## config.mk

```make
export PLATFORM = sky130hd
export DESIGN_NAME = scs_top
export DESIGN_NICKNAME = d
export VERILOG_FILES = /design/src/scs_pkg.sv /design/src/scs_clk_synth.sv /design/src/scs_top.sv
export SDC_FILE = /design/constraint.sdc
export NUM_CORES = 1
export LEC_CHECK = 0
export ABC_AREA = 1
export BUFFER_PORTS_ARGS = -buffer_cell sky130_fd_sc_hd__buf_2
export CORE_MARGIN = 2
export CORE_UTILIZATION = 45
export CTS_CLUSTER_SIZE = 24
export DETAILED_ROUTE_END_ITERATION = 16
export PLACE_DENSITY_LB_ADDON = 0.12
export SYNTH_ARGS = -nofsm -noshare
export SYNTH_HDL_FRONTEND = slang
export SYNTH_SLANG_ARGS = --single-unit
```

## constraint.sdc

```tcl
create_clock -name mclk -period 3.2 [get_ports mclk]
set_input_delay 0.8 -clock mclk [delete_from_list [all_inputs] [get_ports mclk]]
set_output_delay 0.8 -clock mclk [all_outputs]
set_load 0.02 [all_outputs]
```

## src/scs_pkg.sv

```systemverilog
// shared constants and decode functions for the system clock select and gating block
package scs_pkg;

    // ----------------------------------------
    // timing
    // ----------------------------------------
    localparam int CLK_PERIOD_NS = 40;
    localparam int MCLK_HZ = 25_000_000;
    localparam int STRAP_SETTLE_NS = 120;
    localparam int STRAP_SETTLE_CYC = (STRAP_SETTLE_NS + CLK_PERIOD_NS - 1) / CLK_PERIOD_NS;
    localparam int STRAP_CNT_W = 4;

    // ----------------------------------------
    // synthesized clock model
    // ----------------------------------------
    // rates are kept in 10 kHz units; the model clock runs at rate / SYNTH_SCALE
    localparam int RATE_UNIT_HZ = 10_000;
    localparam int MCLK_RATE_UNITS = MCLK_HZ / RATE_UNIT_HZ;
    localparam int SYNTH_SCALE = 16;
    localparam int ACC_W = 16;
    localparam logic [ACC_W-1:0] HALF_ACC = ACC_W'(MCLK_RATE_UNITS * SYNTH_SCALE / 2);
    localparam logic [ACC_W-1:0] ACC_RST = 16'h0000;

    // ----------------------------------------
    // widths and reset values
    // ----------------------------------------
    localparam int CODE_W = 4;
    localparam int CPU_GATED_N = 3;
    localparam int MEM_GATED_N = 12;
    localparam int PERIPH_GATED_N = 5;
    localparam int FREE_N = 3;
    localparam int FREE_CPU = 0;
    localparam int FREE_MEM = 1;
    localparam int FREE_PERIPH = 2;
    localparam int SYNC_N = 10;
    localparam int SY_FS0 = 0;
    localparam int SY_FS1 = 1;
    localparam int SY_FS2 = 2;
    localparam int SY_FS3 = 3;
    localparam int SY_MODE = 4;
    localparam int SY_PSTOP = 5;
    localparam int SY_CSTOP = 6;
    localparam int SY_BUF = 7;
    localparam int SY_XTAL = 8;
    localparam int SY_USB = 9;
    localparam logic [CODE_W-1:0] CODE_RST = 4'hf;
    localparam logic [1:0] DIV_TWO = 2'h2;
    localparam logic [1:0] DIV_THREE = 2'h3;

    typedef enum logic {
        SCS_STRAP,
        SCS_RUN
    } scs_phase_t;

    // processor rate for a select code, 10 kHz units
    function automatic logic [ACC_W-1:0] scs_cpu_rate(input logic [CODE_W-1:0] code);
        case (code)
            4'hf: scs_cpu_rate = 16'd6000;
            4'he: scs_cpu_rate = 16'd6680;
            4'hd: scs_cpu_rate = 16'd7000;
            4'hc: scs_cpu_rate = 16'd9000;
            4'hb: scs_cpu_rate = 16'd8000;
            4'ha: scs_cpu_rate = 16'd8330;
            4'h9: scs_cpu_rate = 16'd9525;
            4'h8: scs_cpu_rate = 16'd10020;
            4'h7: scs_cpu_rate = 16'd7500;
            4'h6: scs_cpu_rate = 16'd8000;
            4'h5: scs_cpu_rate = 16'd8330;
            4'h4: scs_cpu_rate = 16'd10500;
            4'h3: scs_cpu_rate = 16'd11000;
            4'h2: scs_cpu_rate = 16'd11500;
            4'h1: scs_cpu_rate = 16'd12000;
            default: scs_cpu_rate = 16'd12400;
        endcase
    endfunction

    // peripheral divide ratio for a select code
    function automatic logic [1:0] scs_periph_div(input logic [CODE_W-1:0] code);
        case (code)
            4'hf, 4'he, 4'hd, 4'h7, 4'h6, 4'h5: scs_periph_div = DIV_TWO;
            default: scs_periph_div = DIV_THREE;
        endcase
    endfunction

endpackage

```

## src/scs_clk_synth.sv

```systemverilog
// processor clock synthesizer model with peripheral divider
`timescale 1ns/1ps
`default_nettype none
module scs_clk_synth
    import scs_pkg::*;
(
    input wire logic mclk,
    input wire logic rst,
    input wire logic run,
    input wire logic [CODE_W-1:0] code,
    output logic cpu_clk,
    output logic cpu_fall,
    output logic periph_clk,
    output logic periph_rise,
    output logic periph_fall
);

    logic [ACC_W-1:0] acc_r, acc_nxt;
    logic [ACC_W-1:0] inc_r, inc_nxt;
    logic cpu_r, cpu_nxt;
    logic [1:0] ratio_r, ratio_nxt;
    logic [1:0] cnt_r, cnt_nxt;
    logic per_r, per_nxt;
    logic [ACC_W-1:0] sum;
    logic toggle;
    logic cpu_rise;

    always_comb begin
        sum = acc_r + inc_r;
        toggle = run && (sum >= HALF_ACC);
        acc_nxt = run ? (toggle ? sum - HALF_ACC : sum) : ACC_RST;
        cpu_nxt = toggle ? ~cpu_r : cpu_r;
        // new rate only at a phase boundary, so no phase is cut short
        inc_nxt = (toggle || !run) ? scs_cpu_rate(code) : inc_r;
        cpu_rise = toggle && !cpu_r;
        cpu_fall = toggle && cpu_r;
        cnt_nxt = cnt_r;
        ratio_nxt = ratio_r;
        if (cpu_rise) begin
            if (cnt_r >= ratio_r - 2'h1) begin
                cnt_nxt = 2'h0;
                ratio_nxt = scs_periph_div(code);
            end else begin
                cnt_nxt = cnt_r + 2'h1;
            end
        end
        per_nxt = cpu_rise ? (cnt_nxt == 2'h0) : per_r;
        periph_rise = per_nxt && !per_r;
        periph_fall = !per_nxt && per_r;
    end

    always_ff @(posedge mclk or posedge rst) begin
        if (rst) begin
            acc_r <= ACC_RST;
            inc_r <= scs_cpu_rate(CODE_RST);
            cpu_r <= 1'b0;
            ratio_r <= DIV_TWO;
            cnt_r <= 2'h0;
            per_r <= 1'b0;
        end else begin
            acc_r <= acc_nxt;
            inc_r <= inc_nxt;
            cpu_r <= cpu_nxt;
            ratio_r <= ratio_nxt;
            cnt_r <= cnt_nxt;
            per_r <= per_nxt;
        end
    end

    assign cpu_clk = cpu_r;
    assign periph_clk = per_r;

endmodule
`default_nettype wire

```

## src/scs_top.sv

```systemverilog
// clock select, strap latching and output gating top level
`timescale 1ns/1ps
`default_nettype none
// Overview of operation
// - straps are sampled once after reset and held as the hardware frequency code
// - each of sixteen codes maps to one fixed processor rate
// - peripheral clock is processor divided by two or three per code
// - processor rate changes cleanly across the full selectable range
// - free processor clock keeps toggling whatever the processor stop level
// - gated processor clocks go low while processor stop is low
// - processor stop is asynchronous and also halts gated memory clocks low
// - free memory clock keeps toggling regardless of processor stop
// - memory clocks are a fanout copy of the buffer input
// - free peripheral clock runs normally; its pin also latches the mode strap
// - mode one makes the shared pin a reference output, mode zero a stop input
// - in mode zero, peripheral stop low holds five gated peripheral clocks low
// - reference outputs run at crystal rate; first one is the strong drive
// - after latching, strap pins carry second reference, 24 MHz and 48 MHz
// - four processor, thirteen memory and six peripheral clocks are provided
// - each processor, memory and peripheral clock has its own enable; all outputs may be tri-stated
// - processor and peripheral gates change after free peripheral rise then falling edge of that clock
// - a gated clock runs only when its enable and its stop input both allow
module scs_top
    import scs_pkg::*;
(
    input wire logic mclk,
    input wire logic rst,
    input wire logic cpu_stop_n,
    input wire logic buffer_in,
    input wire logic xtal_ref_in,
    input wire logic usb_48_in,
    input wire logic [CPU_GATED_N-1:0] cpu_en,
    input wire logic [MEM_GATED_N-1:0] mem_en,
    input wire logic [PERIPH_GATED_N-1:0] periph_en,
    input wire logic [FREE_N-1:0] free_en,
    input wire logic outputs_tristate,
    input wire logic sw_sel_en,
    input wire logic [CODE_W-1:0] sw_sel_code,
    input wire logic freq_strap_3_in,
    input wire logic freq_strap_2_in,
    input wire logic freq_strap_1_in,
    input wire logic freq_strap_0_in,
    input wire logic mode_strap_in,
    input wire logic periph_stop_n_in,
    output logic cpu_clk_free,
    output logic [CPU_GATED_N-1:0] cpu_clk_gated,
    output logic mem_clk_free,
    output logic [MEM_GATED_N-1:0] mem_clk_gated,
    output logic [PERIPH_GATED_N-2:0] periph_clk_gated,
    output logic clk_oe_n,
    output logic periph_clk_first,
    output logic periph_clk_first_oe_n,
    output logic periph_clk_free,
    output logic periph_clk_free_oe_n,
    output logic xtal_ref_out_a,
    output logic xtal_ref_out_a_oe_n,
    output logic xtal_ref_out_b,
    output logic xtal_ref_out_b_oe_n,
    output logic clk_24_out,
    output logic clk_24_oe_n,
    output logic usb_48_out,
    output logic usb_48_oe_n,
    output logic [CODE_W-1:0] active_code,
    output logic mode_latched,
    output logic straps_done
);

    // ----------------------------------------
    // input synchronisers
    // ----------------------------------------
    logic [SYNC_N-1:0] sync1_r, sync2_r;
    logic [SYNC_N-1:0] pins;

    always_comb begin
        pins = '0;
        pins[SY_FS0] = freq_strap_0_in;
        pins[SY_FS1] = freq_strap_1_in;
        pins[SY_FS2] = freq_strap_2_in;
        pins[SY_FS3] = freq_strap_3_in;
        pins[SY_MODE] = mode_strap_in;
        pins[SY_PSTOP] = periph_stop_n_in;
        pins[SY_CSTOP] = cpu_stop_n;
        pins[SY_BUF] = buffer_in;
        pins[SY_XTAL] = xtal_ref_in;
        pins[SY_USB] = usb_48_in;
    end

    always_ff @(posedge mclk or posedge rst) begin
        if (rst) begin
            sync1_r <= '0;
            sync2_r <= '0;
        end else begin
            sync1_r <= pins;
            sync2_r <= sync1_r;
        end
    end

    // ----------------------------------------
    // strap latching
    // ----------------------------------------
    scs_phase_t phase_r, phase_nxt;
    logic [STRAP_CNT_W-1:0] settle_r, settle_nxt;
    logic [CODE_W-1:0] strap_code_r, strap_code_nxt;
    logic mode_r, mode_nxt;

    always_comb begin
        phase_nxt = phase_r;
        settle_nxt = settle_r;
        strap_code_nxt = strap_code_r;
        mode_nxt = mode_r;
        case (phase_r)
            SCS_STRAP: begin
                // pins are released until the synchronised strap levels settle
                if (settle_r == STRAP_CNT_W'(STRAP_SETTLE_CYC)) begin
                    strap_code_nxt = {sync2_r[SY_FS3], sync2_r[SY_FS2],
                                      sync2_r[SY_FS1], sync2_r[SY_FS0]};
                    mode_nxt = sync2_r[SY_MODE];
                    phase_nxt = SCS_RUN;
                end else begin
                    settle_nxt = settle_r + 1'b1;
                end
            end
            SCS_RUN: begin
                phase_nxt = SCS_RUN;
            end
            default: begin
                phase_nxt = SCS_STRAP;
            end
        endcase
    end

    always_ff @(posedge mclk or posedge rst) begin
        if (rst) begin
            phase_r <= SCS_STRAP;
            settle_r <= '0;
            strap_code_r <= CODE_RST;
            mode_r <= 1'b1;
        end else begin
            phase_r <= phase_nxt;
            settle_r <= settle_nxt;
            strap_code_r <= strap_code_nxt;
            mode_r <= mode_nxt;
        end
    end

    // ----------------------------------------
    // frequency synthesis
    // ----------------------------------------
    logic running;
    logic [CODE_W-1:0] sel_code;
    logic cpu_clk, cpu_fall, per_clk, per_rise, per_fall;

    assign running = (phase_r == SCS_RUN);
    assign sel_code = sw_sel_en ? sw_sel_code : strap_code_r;

    scs_clk_synth u_synth (
        .mclk(mclk),
        .rst(rst),
        .run(running),
        .code(sel_code),
        .cpu_clk(cpu_clk),
        .cpu_fall(cpu_fall),
        .periph_clk(per_clk),
        .periph_rise(per_rise),
        .periph_fall(per_fall)
    );

    // ----------------------------------------
    // stop gating
    // ----------------------------------------
    logic cpu_ok, per_ok, mem_buf_r, mem_fall, x48_r, x48_rise;
    logic arm_cpu_r, arm_cpu_nxt, arm_per_r, arm_per_nxt;
    logic [CPU_GATED_N-1:0] cpu_gate_r, cpu_gate_nxt;
    logic [MEM_GATED_N-1:0] mem_gate_r, mem_gate_nxt;
    logic [PERIPH_GATED_N-1:0] per_gate_r, per_gate_nxt;
    logic [FREE_N-1:0] free_gate_r, free_gate_nxt;
    logic [FREE_N-1:0] free_fall;
    logic c24_r, c24_nxt;

    always_comb begin
        cpu_ok = sync2_r[SY_CSTOP];
        per_ok = mode_r || sync2_r[SY_PSTOP];
        mem_fall = mem_buf_r && !sync2_r[SY_BUF];
        x48_rise = sync2_r[SY_USB] && !x48_r;
        free_fall = '0;
        free_fall[FREE_CPU] = cpu_fall;
        free_fall[FREE_MEM] = mem_fall;
        free_fall[FREE_PERIPH] = per_fall;
        // an arm and an apply in one cycle keep the arm for the next fall
        arm_cpu_nxt = per_rise || (arm_cpu_r && !cpu_fall);
        arm_per_nxt = per_rise || (arm_per_r && !per_fall);
        cpu_gate_nxt = (arm_cpu_r && cpu_fall) ? (cpu_en & {CPU_GATED_N{cpu_ok}}) : cpu_gate_r;
        per_gate_nxt = (arm_per_r && per_fall) ? (periph_en & {PERIPH_GATED_N{per_ok}}) : per_gate_r;
        mem_gate_nxt = mem_fall ? (mem_en & {MEM_GATED_N{cpu_ok}}) : mem_gate_r;
        // free outputs follow only their enables, never a stop input
        free_gate_nxt = free_gate_r;
        for (int i = 0; i < FREE_N; i++) begin
            if (free_fall[i]) begin
                free_gate_nxt[i] = free_en[i];
            end
        end
        c24_nxt = x48_rise ? ~c24_r : c24_r;
    end

    always_ff @(posedge mclk or posedge rst) begin
        if (rst) begin
            mem_buf_r <= 1'b0;
            x48_r <= 1'b0;
            arm_cpu_r <= 1'b0;
            arm_per_r <= 1'b0;
            cpu_gate_r <= '0;
            mem_gate_r <= '0;
            per_gate_r <= '0;
            free_gate_r <= '0;
            c24_r <= 1'b0;
        end else begin
            mem_buf_r <= sync2_r[SY_BUF];
            x48_r <= sync2_r[SY_USB];
            arm_cpu_r <= arm_cpu_nxt;
            arm_per_r <= arm_per_nxt;
            cpu_gate_r <= cpu_gate_nxt;
            mem_gate_r <= mem_gate_nxt;
            per_gate_r <= per_gate_nxt;
            free_gate_r <= free_gate_nxt;
            c24_r <= c24_nxt;
        end
    end

    // ----------------------------------------
    // outputs
    // ----------------------------------------
    // gates only move while their clock goes low, so an and gives no runt pulse
    genvar g;
    generate
        for (g = 0; g < CPU_GATED_N; g++) begin : g_cpu
            assign cpu_clk_gated[g] = cpu_clk && cpu_gate_r[g];
        end
        for (g = 0; g < MEM_GATED_N; g++) begin : g_mem
            assign mem_clk_gated[g] = mem_buf_r && mem_gate_r[g];
        end
        for (g = 1; g < PERIPH_GATED_N; g++) begin : g_per
            assign periph_clk_gated[g-1] = per_clk && per_gate_r[g];
        end
    endgenerate

    assign cpu_clk_free = cpu_clk && free_gate_r[FREE_CPU];
    assign mem_clk_free = mem_buf_r && free_gate_r[FREE_MEM];
    assign periph_clk_free = per_clk && free_gate_r[FREE_PERIPH];
    assign periph_clk_first = per_clk && per_gate_r[0];
    assign xtal_ref_out_a = running && sync2_r[SY_XTAL];
    assign xtal_ref_out_b = running && sync2_r[SY_XTAL];
    assign clk_24_out = c24_r;
    assign usb_48_out = x48_r;

    // strap pins stay released until the straps are caught
    assign clk_oe_n = outputs_tristate;
    assign periph_clk_first_oe_n = !running || outputs_tristate;
    assign periph_clk_free_oe_n = !running || outputs_tristate;
    assign xtal_ref_out_a_oe_n = !running || !mode_r || outputs_tristate;
    assign xtal_ref_out_b_oe_n = !running || outputs_tristate;
    assign clk_24_oe_n = !running || outputs_tristate;
    assign usb_48_oe_n = !running || outputs_tristate;

    assign active_code = sel_code;
    assign mode_latched = mode_r;
    assign straps_done = running;

endmodule
`default_nettype wire

```

== Word level (Yosys, flattened, before mapping) ==
Memory sizes are Yosys's and may differ from the RTL's. A register that Yosys moved wholly into a read port is not among the register bits.
Cells that the tools add are included.
Operators by class
  multiplexer cells: 9
  order comparisons: 2
  equality and inequality tests: 7
  add/sub/neg operators: 5
  bitwise gates (word level): 7
  reductions and logical operators: 56
Operators by type and width (count)
  $logic_and 1x1->1: 35
  $mux 16: 2
  $add 16x16->16: 1
  $ge 16x15->1 const B: 1
  $sub 16x15->16 const B: 1
  $and 12x12->12: 1
  $eq 4x3->1 const B: 3
  $eq 4x4->1 const B: 3
  $logic_not 1->1: 9
  $logic_or 1x1->1: 7
  $reduce_and 2->1: 3
  $reduce_or 6->1: 1
  $and 5x5->5: 1
  $add 4x1->4 const B: 1
  $eq 4x2->1 const B: 1
  $mux 2: 2
  $mux 4: 1
  $not 1->1: 4
  $and 3x3->3: 1
  $mux 1: 3
  $add 2x1->2 const B: 1
  $ge 2x2->1: 1
  $logic_not 2->1: 1
  $pmux 1 s2: 1
  $sub 2x1->2 const B: 1
Storage, ports and cells
  output and inout bits: 40
  memories kept: 1
  register bits: 96
  memory bits (read-only): 224
Memories
  (no name shown): depth 16, bits a word 14, read ports 1, clocked after memory_dff 1, wr ports 0, RTL line scs_pkg.sv:57  | case (code)

== Depth between registers and ports, before layout ==
  depth after elaboration: 12
  mapped depth: 22
  depth with buffers taken out: 22

== Modules after synthesis ==
A second synthesis with hierarchy kept.
Unflattened totals
  cells, all modules: 681
  area, all modules: 5343.9 µm²
Modules (own cells, without submodules)
  scs_clk_synth: instances 1, sequential area each 884.6 µm², area each 3032.9 µm², cells an instance 436
  scs_top: instances 1, sequential area each 1457.6 µm², area each 2311.0 µm², cells an instance 245

== Worst setup path after synthesis ==
Ideal clock, no wire load.
  path type: register to register
  start point: reg u_synth.inc_r[0]
  end point: reg u_synth.cnt_r[1]
  slack: 0.477 ns
  data arrival time: 2.605 ns
  data required time: 3.082 ns
  path buffers: 0
  cell stages (with the launch flop): 18
  path through: dfrtp_1 -> ha_1 -> fa_1 -> nand3_1 -> nand3_1 -> a21oi_2 -> xor2_1 -> nand3_1 -> nor2_1 -> nand2_1 -> nand2_4 -> nand2_4 -> nor2_8 -> inv_2 -> nor2_2 -> nand2_1 -> nand2_1 -> nand2_1
On the way
  longest elaborated chain between the ends: 5
RTL lines
  from (decl): RTL line scs_clk_synth.sv:19  | logic [ACC_W-1:0] inc_r, inc_nxt;
  $add 16x16->16: RTL line scs_clk_synth.sv:29  | sum = acc_r + inc_r;
  $ge 16x15->1: RTL line scs_clk_synth.sv:30  | toggle = run && (sum >= HALF_ACC);
  $logic_and 1x1->1: RTL line scs_clk_synth.sv:30
  $logic_and 1x1->1: RTL line scs_clk_synth.sv:35  | cpu_rise = toggle && !cpu_r;
  $mux 2: RTL line scs_clk_synth.sv:39  | if (cpu_rise) begin
  via u_synth.cnt_nxt[1]: RTL line scs_clk_synth.sv:22  | logic [1:0] cnt_r, cnt_nxt;
  to (signal assigned): RTL line scs_clk_synth.sv:65  | cnt_r <= cnt_nxt;
  to (decl): RTL line scs_clk_synth.sv:22
The timed path passes the listed nets, and every way through them passes these cells.
A chain may end at the register's enable or synchronous reset.

== Worst setup path in the final report ==
  start point: reg u_synth.inc_r[0]
  end point: reg cpu_gate_r[2]
On the way
  longest elaborated chain between the ends: 5
RTL lines
  $add 16x16->16: RTL line scs_clk_synth.sv:29
  $ge 16x15->1: RTL line scs_clk_synth.sv:30
  $logic_and 1x1->1: RTL line scs_clk_synth.sv:30
  $logic_and 1x1->1: RTL line scs_clk_synth.sv:36  | cpu_fall = toggle && cpu_r;
  $logic_and 1x1->1: RTL line scs_top.sv:192  | cpu_gate_nxt = (arm_cpu_r && cpu_fall) ? (cpu_en & {CPU_GATED_N{cpu_ok}}) : cpu_gate_r;
  to (signal assigned): RTL line scs_top.sv:221  | cpu_gate_r <= cpu_gate_nxt;
  to (decl): RTL line scs_top.sv:173  | logic [CPU_GATED_N-1:0] cpu_gate_r, cpu_gate_nxt;
Every way passes these cells.

==> flow_metrics.env <==
export IMPL_run_status="complete, no violations"
export IMPL_slew_violations=0
export IMPL_crit_arrival_ns=3.19
export IMPL_synth_edf_count=0
export IMPL_hold_class="flop to flop"
export IMPL_clk_pin_slew_worst_paths_ns=0.07
export IMPL_vias=4362
export IMPL_cts_buffer_depth=2
export IMPL_drt_vias_per_instance=4.907
export IMPL_setup_violations_final=0
export IMPL_initial_utilization_pct=46.61
export IMPL_track_usage_pct=19.77
export IMPL_start_kind="flop"
export IMPL_syn_area_um2=5119
export IMPL_die_w_um=110.7
export IMPL_p_leak_nw=3.394
export IMPL_synth_nets=730
export IMPL_r2r_cells=19
export IMPL_critPathCaptureType="flop"
export IMPL_drt_total_wl_um=11560
export IMPL_cts_sinks=93
export IMPL_drtIter0Drc=236
export IMPL_synth_seq_cells=93
export IMPL_post_route_util_pct=54.86
export IMPL_ir_drop_uv=588.2
export IMPL_placed_cell_area_um2=5680
export IMPL_postSynthAreaPerCell_um2=7.720
export IMPL_crit_cells=19
export IMPL_yosys_warnings=0
export IMPL_core_um2=10980
export IMPL_crit_path_max_fanout=9
export IMPL_post_synth_top_count_cell="nand2_1"
export IMPL_hold_ws_ns=0.3507
export IMPL_clkLatencyLatePin_ns=0.35
export IMPL_io_pins=81
export IMPL_cts_tree="yes"
export IMPL_synth_top_flop_cell="dfrtp_1"
export IMPL_place_hpwl_um=8860
export IMPL_grt_pass1_vias=4244
export IMPL_antenna_found_initial=0
export IMPL_max_freq_mhz=345.5
export IMPL_nets=811
export IMPL_slowest_stage="dfrtp_1"
export IMPL_die_area_um2=12240
export IMPL_std_cell_rows=38
export IMPL_io_buffers=80
export IMPL_period_minus_slack_ns=2.894
export IMPL_finalHoldViolCount=0
export IMPL_finalCritPeriodShare_pct=90.44
export IMPL_ys_top_cells_by_area="dfrtp_1 40%, nand2_1 16%, inv_1 7.0%, dfstp_2 6.2%, ha_1 6.1%"
export IMPL_tightest_slew_ns=0.6110
export IMPL_holdPathStages=0
export IMPL_ant_nets=0
export IMPL_cts_hold_buf=0
export IMPL_cp_num_buf_inv=1
export IMPL_clock_skew_ns=0.009324
export IMPL_cts_htree_levels=3
export IMPL_yosysUniqueCellTypes=40
export IMPL_grt_pass1_wl_um=19870
export IMPL_drc=0
export IMPL_path_cells="ha_1 > fa_2 > nand3_1 > nand3_2 > nand2_1 > nand2_1 > nand2_1 > nand3_1 > nand2_1 > nand2_1 > nor2_1 > nand2_1 > nand2_4 > nand2_4 > inv_2 > nand2_1 > nor2_2 > nand3_1 > nand2_1"
export IMPL_slew_headroom_pct=58.99
export IMPL_synth_top_area_share_pct=39.60
export IMPL_drtPass1Iterations=5
export IMPL_drive_above_1_share_pct=19.89
export IMPL_crit_family="simple AND/OR/NAND/NOR gates"
export IMPL_routedWlPerCell_um=13.01
export IMPL_required_ns=3.49
export IMPL_fin_area_um2=6026
export IMPL_fillers=1018
export IMPL_numCtsBuffers=9
export IMPL_syn_instance_count=663
export IMPL_clock_root_buffer="clkbuf_16"
export IMPL_synth_area_leader_cell="dfrtp_1"
export IMPL_syn2layout_area_growth_pct=17.72
export IMPL_num_antenna_cells=0
export IMPL_synth_seq_area_share_pct=45.76
export IMPL_yosys_top_cells_count="219 x nand2_1, 96 x inv_1, 81 x dfrtp_1"
export IMPL_cap_viol_max_count=0
export IMPL_max_stage_delay_ns=0.39
export IMPL_p_total_mw=7.369
export IMPL_overflow=0
export IMPL_gp_congestion=0.9072
export IMPL_crit_top_cell="nand2_1"
export IMPL_power_density_nw_per_um2=1223
export IMPL_critPathKind="flop to flop"
export IMPL_die_h_um=110.7
export IMPL_ys_async_sr_fraction_pct=100.0
export IMPL_grt_max_degree=42
==> flip-flops by register name (all words and copies together) (netlist names), 2 cells and up <==
name	flops
per_gate_r	5
sync2_r	10
u_synth.inc_r	14
sync1_r	10
cpu_gate_r	3
mem_gate_r	12
u_synth.acc_r	16
u_synth.cnt_r	2
strap_code_r	4
free_gate_r	3
settle_r	4
==> metal layers <==
metal,vias to the layer above,global-route usage [%],share of wire [%]
li1,2236,-,-
met1,1982,26.79,47
met2,124,31.70,46
met3,20,4.046,5.3
met4,0,6.917,2.4
met5,-,0,0
==> metrics by stage <==
| step | TNS (ns) | setup WS (ns) | instances |
|---|---|---|---|
| global placement | 0 | 0.2861 | 873 |
| CTS | 0 | 0.1477 | 889 |
| detailed placement | 0 | 0.1965 | 873 |
| global route | -0.01958 | -0.01958 | 889 |
| finish | 0 | 0.3059 | 889 |
| floorplan | 0 | 0.4771 | 663 |
==> worst paths after layout <==
path / start / end / slack, ns
worst max-delay path: u_synth.inc_r[0] / cpu_gate_r[2] / 0.31
worst min-delay path: sync1_r[3] / sync2_r[3] / 0.35
worst max register to register: u_synth.inc_r[0] / cpu_gate_r[2] / 0.31
worst min register to register: sync1_r[3] / sync2_r[3] / 0.35
max in group asynchronous: rst / u_synth.inc_r[4] / 2.08
min in group asynchronous: rst / clk_24_out / 0.48
==> where the power goes <==
part           total, mW  internal [mW]  switching [mW]
combinational       4.37           1.46            2.90
sequential          1.89           1.62           0.265
clock               1.11          0.624           0.489
==> area by class of cell <==
class                      instances  area [µm²]  area share [%]
clock buffer                       9       225.2           3.738
tap                              140       175.2           2.907
multi-input combinational        448        2317           38.46
sequential                        93        2342           38.87
inverter                         102       386.6           6.416
clock inverter                     7       91.34           1.516
timing repair buffer              90       488.0           8.098
==> cell families after synthesis <==
family	synth area share [%]
AND/OR/NAND/NOR	27.13
buffers and inverters	9.533
flip-flops	45.76
AO/OA/AOI/OAI	8.947
adder cells (fa/ha/maj)	6.502
XOR/XNOR	1.027
multiplexers	1.100
==> cells in the final DEF, fill, tap and decap left out, types with 4 or more instances in the layout <==
| master | n |
|---|---|
| a21oi_1 | 23 |
| buf_2 | 80 |
| buf_4 | 9 |
| clkbuf_16 | 9 |
| dfrtp_1 | 81 |
| dfstp_2 | 12 |
| ha_1 | 25 |
| inv_1 | 95 |
| inv_2 | 6 |
| mux2_2 | 5 |
| nand2_1 | 218 |
| nand3_1 | 40 |
| nand4_1 | 4 |
| nor2_1 | 40 |
| nor3_1 | 7 |
| o21ai_0 | 36 |
| o21ai_1 | 6 |
| xnor2_1 | 4 |
==> what timing repair did <==
item / 4_1_cts / 5_1_grt
resized for setup: 0 / 8
hold endpoints to repair: 0 / 0
setup buffers: 0 / 0
setup endpoints to repair: 0 / 25
Note: power is estimated with default switching activity, not from simulation.
